--- src/pkg/drive_fault_pkg.sv ---
// shared types and constants of the drive fault supervisor
// assumes measurements arrive as unsigned converter counts, synchronous to sys_clk_i
package drive_fault_pkg;

    // measurement widths in converter counts
    localparam int CUR_W = 12;
    localparam int VOLT_W = 12;
    localparam int TEMP_W = 10;
    localparam int SPD_W = 16;
    localparam int SQ_W = 2 * CUR_W;
    localparam int EST_W = 32;

    // limit defaults applied when logic power comes up
    localparam logic [CUR_W-1:0] PEAK_CURRENT_DEFAULT = 12'h640;
    // over-current sits at 1.25 times peak current
    localparam logic [CUR_W-1:0] OC_LIMIT_DEFAULT = PEAK_CURRENT_DEFAULT + (PEAK_CURRENT_DEFAULT >> 2);
    localparam logic [VOLT_W-1:0] MOTOR_OV_DEFAULT = 12'hD00;
    localparam logic [VOLT_W-1:0] MODULE_OV_DEFAULT = 12'hE00;
    localparam logic [VOLT_W-1:0] UV_LIMIT_DEFAULT = 12'h100;
    localparam logic [TEMP_W-1:0] TEMP_WARN_DEFAULT = 10'h300;
    localparam logic [TEMP_W-1:0] TEMP_CRIT_DEFAULT = 10'h380;
    localparam logic [SPD_W-1:0] SPEED_LIMIT_DEFAULT = 16'hF000;
    localparam logic [CUR_W-1:0] HEAT_CONT_DEFAULT = 12'h400;
    localparam logic [EST_W-1:0] HEAT_LIMIT_DEFAULT = 32'h0100_0000;
    // absolute maximum bus rating, fixed and not configurable
    localparam logic [VOLT_W-1:0] BUS_ABS_MAX = 12'hF00;

    // raw monitor inputs
    typedef struct packed {
        logic [CUR_W-1:0] phase_a;
        logic [CUR_W-1:0] phase_b;
        logic [CUR_W-1:0] phase_c;
        logic [VOLT_W-1:0] dc_bus_voltage;
        logic [TEMP_W-1:0] proc_temp;
        logic [TEMP_W-1:0] stage_temp;
        logic [SPD_W-1:0] motor_speed;
        logic motor_therm_hot;
        logic feedback_ok;
        logic self_test_fail;
    } meas_t;

    // configurable thresholds
    typedef struct packed {
        logic [CUR_W-1:0] oc_limit;
        logic [VOLT_W-1:0] motor_ov_limit;
        logic [VOLT_W-1:0] module_ov_limit;
        logic [VOLT_W-1:0] uv_limit;
        logic [TEMP_W-1:0] temp_warn;
        logic [TEMP_W-1:0] temp_crit;
        logic [SPD_W-1:0] speed_limit;
        logic [CUR_W-1:0] heat_cont;
        logic [EST_W-1:0] heat_limit;
    } limits_t;

    localparam limits_t LIMITS_DEFAULT = '{OC_LIMIT_DEFAULT, MOTOR_OV_DEFAULT,
        MODULE_OV_DEFAULT, UV_LIMIT_DEFAULT, TEMP_WARN_DEFAULT, TEMP_CRIT_DEFAULT,
        SPEED_LIMIT_DEFAULT, HEAT_CONT_DEFAULT, HEAT_LIMIT_DEFAULT};

    // one flag per fault cause
    typedef struct packed {
        logic over_current;
        logic over_voltage;
        logic bus_abs_max;
        logic proc_over_temp;
        logic stage_over_temp;
        logic self_test;
        logic motor_over_temp;
        logic over_speed;
        logic under_voltage;
        logic feedback_loss;
        logic heat_trip;
    } faults_t;

    typedef enum logic [2:0] {
        ST_DISABLED = 3'b001,
        ST_ENABLED = 3'b010,
        ST_FAULTED = 3'b100
    } drive_state_t;

endpackage : drive_fault_pkg

--- src/hw/current_squared_time.sv ---
// current-squared-time estimator of motor heating
// assumes phase currents are magnitudes sampled once per clock
`timescale 1ns/10ps
module current_squared_time
    import drive_fault_pkg::*;
(
    // clock and reset
    input wire logic sys_clk_i,
    input wire logic nrst_i,
    // inputs
    input wire logic [drive_fault_pkg::CUR_W-1:0] peak_current_i,
    input wire logic [drive_fault_pkg::CUR_W-1:0] cont_current_i,
    input wire logic [drive_fault_pkg::EST_W-1:0] trip_limit_i,
    // outputs
    output logic [drive_fault_pkg::EST_W-1:0] current_squared_time_estimate_o,
    output logic trip_o
);
    logic [SQ_W-1:0] peak_sq;
    logic [SQ_W-1:0] cont_sq;
    logic [EST_W:0] wide_sum;
    logic [EST_W-1:0] next_estimate;
    logic next_trip;

    // heat grows with the square above the continuous rating, cools below it
    always_comb
    begin
        // widen before multiplying so the square is never cut to the operand width
        peak_sq = SQ_W'(peak_current_i) * SQ_W'(peak_current_i);
        cont_sq = SQ_W'(cont_current_i) * SQ_W'(cont_current_i);
        wide_sum = '0;
        if (peak_sq >= cont_sq)
        begin
            wide_sum = {1'b0, current_squared_time_estimate_o} + (EST_W+1)'(peak_sq - cont_sq);
            // saturate so a long overload never wraps back to cool
            next_estimate = wide_sum[EST_W] ? '1 : wide_sum[EST_W-1:0];
        end
        else if (current_squared_time_estimate_o > EST_W'(cont_sq - peak_sq))
        begin
            next_estimate = current_squared_time_estimate_o - EST_W'(cont_sq - peak_sq);
        end
        else
        begin
            next_estimate = '0;
        end
        next_trip = next_estimate > trip_limit_i;
    end

    always_ff @(posedge sys_clk_i or negedge nrst_i)
    begin
        if (!nrst_i)
        begin
            current_squared_time_estimate_o <= '0;
            trip_o <= 1'b0;
        end
        else
        begin
            current_squared_time_estimate_o <= next_estimate;
            trip_o <= next_trip;
        end
    end

    // the trip was judged against the limit in force at the edge that raised it
    property p_heat_trip;
        @(posedge sys_clk_i) disable iff (!nrst_i)
        trip_o |-> current_squared_time_estimate_o > $past(trip_limit_i);
    endproperty
    a_heat_trip: assert property (p_heat_trip) else $error("estimate trip without crossing");

endmodule : current_squared_time

--- src/hw/drive_fault_supervisor.sv ---
// fault-protection supervisor: latches faults and gates the drive enable
// assumes monitor inputs and host command pulses are synchronous to sys_clk_i
// Functional notes
// - over-current on any phase disables drive
// - re-enable only after cause gone and cleared
// - bus above lower over-voltage limit disables
// - near-critical temperature raises warning only
// - critical temperature shuts down, latches fault
// - test, thermistor, speed, undervoltage, feedback faults
// - current-squared-time estimate over limit trips
// - bus above absolute maximum flags fault
// - power-up loads configuration, limits at default
// - stay disabled until enable with no fault
`timescale 1ns/10ps
module drive_fault_supervisor
    import drive_fault_pkg::*;
(
    // clock and reset
    input wire logic sys_clk_i,
    input wire logic nrst_i,
    // monitor inputs
    input drive_fault_pkg::meas_t meas_i,
    // stored configuration
    input drive_fault_pkg::limits_t cfg_i,
    input wire logic cfg_load_i,
    // host commands
    input wire logic enable_cmd_i,
    input wire logic disable_cmd_i,
    input wire logic reset_cmd_i,
    // status
    output drive_fault_pkg::faults_t fault_flags_o,
    output logic warn_temp_o,
    output logic fault_active_o,
    output logic drive_enable_o
);
    import drive_fault_pkg::*;

    function automatic logic [CUR_W-1:0] max3(input logic [CUR_W-1:0] a,
        input logic [CUR_W-1:0] b, input logic [CUR_W-1:0] c);
        logic [CUR_W-1:0] m;
        m = (a > b) ? a : b;
        return (m > c) ? m : c;
    endfunction : max3

    function automatic logic in_warn_band(input logic [TEMP_W-1:0] t,
        input logic [TEMP_W-1:0] warn, input logic [TEMP_W-1:0] crit);
        return (t >= warn) && (t < crit);
    endfunction : in_warn_band

    limits_t limits;
    limits_t next_limits;
    faults_t cause;
    faults_t next_flags;
    drive_state_t state;
    drive_state_t next_state;
    logic next_warn;
    logic next_active;
    logic next_enable;
    logic [CUR_W-1:0] peak_current;
    logic [VOLT_W-1:0] ov_limit;
    logic heat_trip;

    assign peak_current = max3(meas_i.phase_a, meas_i.phase_b, meas_i.phase_c);
    // the tighter of the two over-voltage limits governs
    assign ov_limit = (limits.motor_ov_limit < limits.module_ov_limit) ?
        limits.motor_ov_limit : limits.module_ov_limit;

    current_squared_time u_heat (
        .sys_clk_i(sys_clk_i),
        .nrst_i(nrst_i),
        .peak_current_i(peak_current),
        .cont_current_i(limits.heat_cont),
        .trip_limit_i(limits.heat_limit),
        .current_squared_time_estimate_o(),
        .trip_o(heat_trip)
    );

    // limits: defaults at power-up, reloaded only while the drive is off
    always_comb
    begin
        next_limits = limits;
        if (cfg_load_i && (state != ST_ENABLED))
        begin
            next_limits = cfg_i;
        end
    end

    // present fault causes, evaluated every cycle
    always_comb
    begin
        cause = '0;
        cause.over_current = peak_current > limits.oc_limit;
        cause.over_voltage = meas_i.dc_bus_voltage > ov_limit;
        cause.bus_abs_max = meas_i.dc_bus_voltage > BUS_ABS_MAX;
        cause.proc_over_temp = meas_i.proc_temp >= limits.temp_crit;
        cause.stage_over_temp = meas_i.stage_temp >= limits.temp_crit;
        cause.self_test = meas_i.self_test_fail;
        cause.motor_over_temp = meas_i.motor_therm_hot;
        cause.over_speed = meas_i.motor_speed > limits.speed_limit;
        cause.under_voltage = meas_i.dc_bus_voltage < limits.uv_limit;
        cause.feedback_loss = !meas_i.feedback_ok;
        cause.heat_trip = heat_trip;
    end

    // latch and state: a present cause always wins over a reset command
    always_comb
    begin
        next_flags = cause | (fault_flags_o & ~(reset_cmd_i ? '1 : faults_t'('0)));
        next_active = |next_flags;
        next_warn = in_warn_band(meas_i.proc_temp, limits.temp_warn, limits.temp_crit)
            || in_warn_band(meas_i.stage_temp, limits.temp_warn, limits.temp_crit);
        next_state = state;
        case (state)
            ST_DISABLED:
            begin
                if (enable_cmd_i && !next_active)
                begin
                    next_state = ST_ENABLED;
                end
            end
            ST_ENABLED:
            begin
                if (|cause)
                begin
                    next_state = ST_FAULTED;
                end
                else if (disable_cmd_i)
                begin
                    next_state = ST_DISABLED;
                end
            end
            ST_FAULTED:
            begin
                // an enable here is ignored: reset must come first
                if (!next_active)
                begin
                    next_state = ST_DISABLED;
                end
            end
            default:
            begin
                next_state = ST_DISABLED;
            end
        endcase
        next_enable = (next_state == ST_ENABLED);
    end

    always_ff @(posedge sys_clk_i or negedge nrst_i)
    begin
        if (!nrst_i)
        begin
            limits <= LIMITS_DEFAULT;
            state <= ST_DISABLED;
            fault_flags_o <= '0;
            fault_active_o <= 1'b0;
            warn_temp_o <= 1'b0;
            drive_enable_o <= 1'b0;
        end
        else
        begin
            limits <= next_limits;
            state <= next_state;
            fault_flags_o <= next_flags;
            fault_active_o <= next_active;
            warn_temp_o <= next_warn;
            drive_enable_o <= next_enable;
        end
    end

    property p_over_current;
        @(posedge sys_clk_i) disable iff (!nrst_i)
        (peak_current > limits.oc_limit) |=> fault_flags_o.over_current && !drive_enable_o;
    endproperty
    a_over_current: assert property (p_over_current) else $error("over-current not latched");

    property p_hold_until_reset;
        @(posedge sys_clk_i) disable iff (!nrst_i)
        (fault_active_o && !reset_cmd_i) |=> fault_active_o ##0 !drive_enable_o;
    endproperty
    a_hold_until_reset: assert property (p_hold_until_reset) else $error("fault cleared early");

    property p_over_voltage;
        @(posedge sys_clk_i) disable iff (!nrst_i)
        (meas_i.dc_bus_voltage > limits.motor_ov_limit
            || meas_i.dc_bus_voltage > limits.module_ov_limit)
        |=> fault_flags_o.over_voltage && !drive_enable_o;
    endproperty
    a_over_voltage: assert property (p_over_voltage) else $error("over-voltage missed");

    property p_warn_only;
        @(posedge sys_clk_i) disable iff (!nrst_i)
        (meas_i.proc_temp >= limits.temp_warn && meas_i.proc_temp < limits.temp_crit)
        |=> warn_temp_o && (!fault_flags_o.proc_over_temp || $past(fault_flags_o.proc_over_temp));
    endproperty
    a_warn_only: assert property (p_warn_only) else $error("warning band wrong");

    property p_critical_temp;
        @(posedge sys_clk_i) disable iff (!nrst_i)
        (meas_i.stage_temp >= limits.temp_crit) |=> fault_flags_o.stage_over_temp
            && !drive_enable_o;
    endproperty
    a_critical_temp: assert property (p_critical_temp) else $error("critical temp missed");

    property p_feedback_loss;
        @(posedge sys_clk_i) disable iff (!nrst_i)
        !meas_i.feedback_ok |=> fault_flags_o.feedback_loss && fault_active_o;
    endproperty
    a_feedback_loss: assert property (p_feedback_loss) else $error("feedback loss missed");

    property p_heat_latch;
        @(posedge sys_clk_i) disable iff (!nrst_i)
        heat_trip |=> fault_flags_o.heat_trip;
    endproperty
    a_heat_latch: assert property (p_heat_latch) else $error("estimate trip not latched");

    property p_abs_max;
        @(posedge sys_clk_i) disable iff (!nrst_i)
        (meas_i.dc_bus_voltage > BUS_ABS_MAX) |=> fault_flags_o.bus_abs_max && !drive_enable_o;
    endproperty
    a_abs_max: assert property (p_abs_max) else $error("absolute bus maximum missed");

    property p_cfg_load;
        @(posedge sys_clk_i) disable iff (!nrst_i)
        (cfg_load_i && state != ST_ENABLED) |=> limits == $past(cfg_i);
    endproperty
    a_cfg_load: assert property (p_cfg_load) else $error("configuration not loaded");

    property p_enable_cause;
        @(posedge sys_clk_i) disable iff (!nrst_i)
        $rose(drive_enable_o) |-> $past(enable_cmd_i) && fault_flags_o == '0;
    endproperty
    a_enable_cause: assert property (p_enable_cause) else $error("enable without command");

    c_enable: cover property (@(posedge sys_clk_i) disable iff (!nrst_i) $rose(drive_enable_o));
    c_trip: cover property (@(posedge sys_clk_i) disable iff (!nrst_i)
        drive_enable_o ##1 fault_active_o);
    c_recover: cover property (@(posedge sys_clk_i) disable iff (!nrst_i)
        fault_active_o ##1 !fault_active_o ##[1:20] drive_enable_o);
    c_warn: cover property (@(posedge sys_clk_i) disable iff (!nrst_i) warn_temp_o && drive_enable_o);

endmodule : drive_fault_supervisor

--- config.mk ---
export PLATFORM = sky130hd
export DESIGN_NAME = drive_fault_supervisor
export DESIGN_NICKNAME = d
export VERILOG_FILES = /design/src/pkg/drive_fault_pkg.sv /design/src/hw/current_squared_time.sv /design/src/hw/drive_fault_supervisor.sv
export SDC_FILE = /design/constraint.sdc
export NUM_CORES = 1
export LEC_CHECK = 0
export BUFFER_PORTS_ARGS = -buffer_cell sky130_fd_sc_hd__buf_2
export CAP_MARGIN = 25
export CORE_MARGIN = 3
export CORE_UTILIZATION = 60
export DETAILED_ROUTE_END_ITERATION = 16
export PLACE_DENSITY = 0.81
export SKIP_CTS_REPAIR_TIMING = 1
export SYNTH_ARGS = -nofsm -noshare
export SYNTH_HDL_FRONTEND = slang
export SYNTH_SLANG_ARGS = --single-unit
--- constraint.sdc ---
create_clock -name sys_clk_i -period 11.8 [get_ports sys_clk_i]
set_clock_uncertainty 0.1 [all_clocks]
set_input_delay 0.59 -clock sys_clk_i [delete_from_list [all_inputs] [get_ports sys_clk_i]]
set_output_delay 0.59 -clock sys_clk_i [all_outputs]
set_load 0.01 [all_outputs]
# Word level (Yosys, flattened, before mapping)
# Cells that the tools add are included.
# word_totals
in_bits	221
elab_cells	78
out_inout_bits	14
register_bits	178
# op_classes
eq_ne	5
n_reduce_logical	9
bitwise_logic	3
n_lt_le_gt_ge	17
n_addsub	4
mul	2
mux	12
# op_table
op	count
$mux 32	3
$gt 32x32->1	2
$sub 24x24->25	2
$gt 12x12->1	4
$mul 12x12->24	2
$ge 10x10->1	4
$mux 12	3
$add 32x33->33	1
$sub 32x32->32	1
$ge 24x24->1	1
$lt 12x12->1	2
$reduce_or 11->1	2
$lt 10x10->1	2
$gt 16x16->1	1
$gt 12x12->1 const B	1
$mux 3	4
$and 11x11->11	1
$mux 11	1
$not 11->11	1
$or 11x11->11	1
$pmux 3 s3	1
$eq 3x2->1 const B	2
$logic_and 1x1->1	4
$eq 3x1->1 const B	1
4 further kinds	5

# Logic depth before layout (Yosys ltp)
# depth
word_depth	12
depth_mapped	74
mapped_depth_nobuf	69

# Modules after synthesis
# A second synthesis with hierarchy kept.
# unflattened
cells_unflattened	2734
hier_area_um2	24613.6
# modules_own_cells
module	n_inst	area_each_um2	cells_per_inst
current_squared_time	1	15660.0	1952
drive_fault_supervisor	1	8953.6	782

# Worst setup path before layout
# No wires, ideal clock.
# synth_path
path_type	input to register
start	in meas_i[68] (netlist bit)
end	reg u_heat.trip_o
setup_time_ps	126
slack_ps	-2553
t_required_ps	11574
n_path_buf	3
path_stages	67
arrival_ps	14127
cell_sequence	inv_1 > ha_1 > a21o_1 > a221o_1 > a2111oi_0 > nor2_1 > buf_2 > mux2i_1 > inv_1 > ha_1 > nor2b_1 > o21ai_0 > nand2b_1 > a21oi_1 > or3_1 > a21oi_1 > clkbuf_1 > nor2_1 > [31 not listed] > a221oi_1 > nand2_1 > a31oi_1 > o31ai_1 > xnor2_1 > a21oi_1 > a31o_1 > ha_1 > nor2b_1 > o21a_1 > o21a_1 > o21a_1 > o21ai_0 > nand2b_1 > a21oi_1 > o211ai_1 > a21oi_1 > a211oi_1
# synth_between
elab_chain_cells	10
word_cells_on_any_way	15
classes_between	4 x add/sub; 1 x mul; 5 x order compare; 5 x mux
# synth_rtl
item	line_no	text
from (decl)	drive_fault_supervisor.sv:22	input drive_fault_pkg::meas_t meas_i,
$gt 12x12->1	drive_fault_supervisor.sv:41	m = (a > b) ? a : b;
$mux 12 (*)	drive_fault_supervisor.sv:41	
$gt 12x12->1	drive_fault_supervisor.sv:42	return (m > c) ? m : c;
$mux 12 (*)	drive_fault_supervisor.sv:42	
$mul 12x12->24 (*)	current_squared_time.sv:28	peak_sq = SQ_W'(peak_current_i) * SQ_W'(peak_current_i);
$sub 24x24->25 (on tied branches)	current_squared_time.sv:33, current_squared_time.sv:37, current_squared_time.sv:39	
$add 32x33->33 (tied with other cells)	current_squared_time.sv:33	wide_sum = {1'b0, current_squared_time_estimate_o} + (EST_W+1)'(peak_sq - cont_sq);
$mux 32 (on tied branches)	current_squared_time.sv:35, current_squared_time.sv:37	
$mux 32 (*)	current_squared_time.sv:31	if (peak_sq >= cont_sq)
named net u_heat.next_estimate[1]	current_squared_time.sv:21	logic [EST_W-1:0] next_estimate;
$gt 32x32->1 (*)	current_squared_time.sv:45	next_trip = next_estimate > trip_limit_i;
named net u_heat.next_trip	current_squared_time.sv:22	logic next_trip;
to (signal assigned)	current_squared_time.sv:58	trip_o <= next_trip;
to (decl)	current_squared_time.sv:16	output logic trip_o
# Mark *: on every way through the listed nets, which the timed path passes. The rest lies on a longest branch.
# A chain may end at the register's enable or synchronous reset.

# Final worst setup path
# layout_path
start	in meas_i[73] (netlist bit)
end	reg u_heat.trip_o
# Same word-level chain as after synthesis.

==> results.md <==
* Cells taking the most area after synthesis: ha_1, dfrtp_1, fa_1
* Initial core utilization at 61.25%
* CP peak stage delay at about 0.57 ns
* Count of endpoints failing setup in the final report at 30
* Remaining global-route overflow at 0
* Iteration count of the initial detailed-routing pass at 5
* CTS Root Cell: clkbuf_16
* P&R area growth vs syn at 32.54%
* Num Clock Sinks at 178
* Number of cells after detailed placement at 3,808
* Setup repair after global routing missed its margin: yes
* Final ANT Viol Nets at 0
* Leading cell type in the layout, fill and taps excluded: buf_4
* Proportion of layout cells with a drive suffix above 1 at 35.27%
* Top_reg_cell synth: dfrtp_1
* Max-cap check violation count at 0
* Residual DRC count at 0
* Htree depth at 4
* CTS tree: done
* EDFF count, synth at 0
* Worst skew pair latency at between 0.4 and 0.5 ns
* Max Fanout on Critical Path at 7
* Post-synth top area share at between 10% and 20%
* Leading cell types in the layout, fill and taps excluded: buf_4, inv_1, ha_1
* Maximum clock insertion buffer count at 2
* Final critical-path required period at 13.71 ns
* Top-Level Pins at between 200 and 250
* Max_slew headroom at 37.40%
* Cell repeated most along the worst path: buf_4
* Overall via count from detail_route at 22.90k
* Placeable core region at roughly 40,000 sq um
* Worst Setup Path Type: input pin to flop
* Placement row count at ~70
* Number of different library cells in the post-synthesis netlist at 68
* Total of buffers placed on input and output ports at 234
* Global-route wire length before repair at between 100,000 and 150,000 microns
* Die extent in y at 205.5 microns
* Horizontal die dimension at a little over 200 microns
* Nets at 4,155
* Vias in the first global route at between 20k and 25k
* Net Count, Synth at 3,445
* Outcome: finished, violations left
* Number of flip-flops and latches in the synthesized netlist at 178
* Largest net degree at the start of global routing at 120
* Mapped cell area at 23,890 sq um
* Avg Vias per Cell at 5.837
* DIE AREA at between 40,000 and 50,000 sq um
* Number of antenna violations at the first check in global routing at 12
* Global placer's final weighted congestion at 0.9781
* GRT Resource Usage Total at 34.01%
* Period utilization at 116.2%
* Yosys warns at 0
* Non-filler cells in the finished layout at a little under 4k
* Setup slack after placement at -2.365 ns
* Worst Setup Start Kind: input pin
* Cell count after synthesis at 2,679
* Final Util at 81.18%
* Data required time at the worst endpoint at 12.07 ns
* Violated checks: negative setup slack
* Post-DP HPWL at 59,970 microns
* Slowest library cell on the worst path: a211oi_1
* Routed WL per cell at roughly 20 microns
* Signal arrival time at the worst endpoint at 13.98 ns
* Largest delay contributor family on the critical path: compound AO/OA/AOI/OAI gates
* Number of buffers created by CTS at 17
* Min-delay worst type: input pin to flop
* Final setup slack of the worst path at -1.914 ns
* Syn_area_per_cell at 8.918 sq um
* Achievable frequency at 72.92 MHz
* Fraction of registers with async set or reset after synthesis at 100.0%
* First-iteration detailed-routing DRC count at 1,560
* Transition at the pin with the smallest max-transition slack at 0.9390 ns
* Crit path capture type: flop
* Dominant cell type by area after synthesis: ha_1
* Count of final hold-check violations at 0
* Reg clk slew, reported paths at 0.08 ns
* Routed wire length at between 70,000 and 80,000 microns
* CP Buf/Inv Count at 18
* Register area share after synthesis at 18.78%
* Final-report max-slew violation count at 0
metal layers:
metal | wire (microns) | part of all wire (%) | global-route usage [%] | vias up
met5 | 127 | 0.16 | 0 | -
met3 | 5450 | 6.9 | 6.692 | 308
met2 | 39740 | 50 | 61.07 | 974
li1 | - | - | - | 10460
met4 | 3723 | 4.7 | 11.76 | 18
met1 | 29740 | 38 | 40.54 | 11140
path summary, 6_finish.rpt:
kind                                   from          endpoint  slack (ns)  depth (start not counted)
hold / removal                disable_cmd_i    drive_enable_o        0.22                          2
setup reg to reg                 limits[43]     u_heat.trip_o        0.48                         45
max in group asynchronous            nrst_i  fault_flags_o[3]        9.59                          4
setup / recovery                 meas_i[73]     u_heat.trip_o       -1.91                         68
hold reg to reg            fault_flags_o[0]  fault_flags_o[0]        0.41                          1
min in group asynchronous            nrst_i        limits[66]        0.41                          2
registers in the layout, indices dropped and copies added (netlist names):
signal and cells:
state 3, fault_flags_o 11, fault_active_o 1, u_heat.current_squared_time_estimate_o 32, u_heat.trip_o 1, warn_temp_o 1, drive_enable_o 1, limits 128
cell type report:
class / count / area, sq um
repair buffers: 760 / 5368
inverters: 446 / 1709
clock inverters: 15 / 214.0
clock buffers: 17 / 425.4
fillers: 2416 / 7342
diodes: 4 / 10.01
flip-flops and latches: 178 / 4486
multi-input cells: 1986 / 18810
well taps: 518 / 648.1
cells in the mapped netlist, types with 59 or more instances:
library cell and instances:
a21o_1 107, a21oi_1 184, dfrtp_1 153, inv_1 441, xnor2_1 101, mux2_2 131
clkbuf_1 63, ha_1 380, o21ai_0 118, nand2_1 125, fa_1 165, and2_1 59
nor2_1 163
cells by family (layout without fill, tap and decap cells):
family / Yosys count / after routing / share of synthesized area, %
AOI/OAI and AO/OA: 581 / 581 / 15.28
and+or+nand+nor: 557 / 557 / 11.47
adders and majority gates: 545 / 545 / 33.73
buffers and inverters: 515 / 1238 / 8.139
DFF: 178 / 178 / 18.78
muxes: 156 / 156 / 7.222
xor gates and xnor gates: 147 / 147 / 5.389
other: 0 / 4 / 0
through the flow:
stage          instance area, sq um  TNS (ns)  hold WS [ns]
2_1_floorplan                 24350   -0.9746        0.1944
3_3_place_gp                  29200    -6.820        0.3874
3_5_place_dp                  29200    -21.14        0.3926
4_1_cts                       29840    -6.595        0.1931
5_1_grt                       31660    -22.50        0.2210
6_report                      31670    -8.647        0.2222
Power is not shown: default switching activity piles up to over one toggle a cycle in this logic, so the estimate is an artifact.
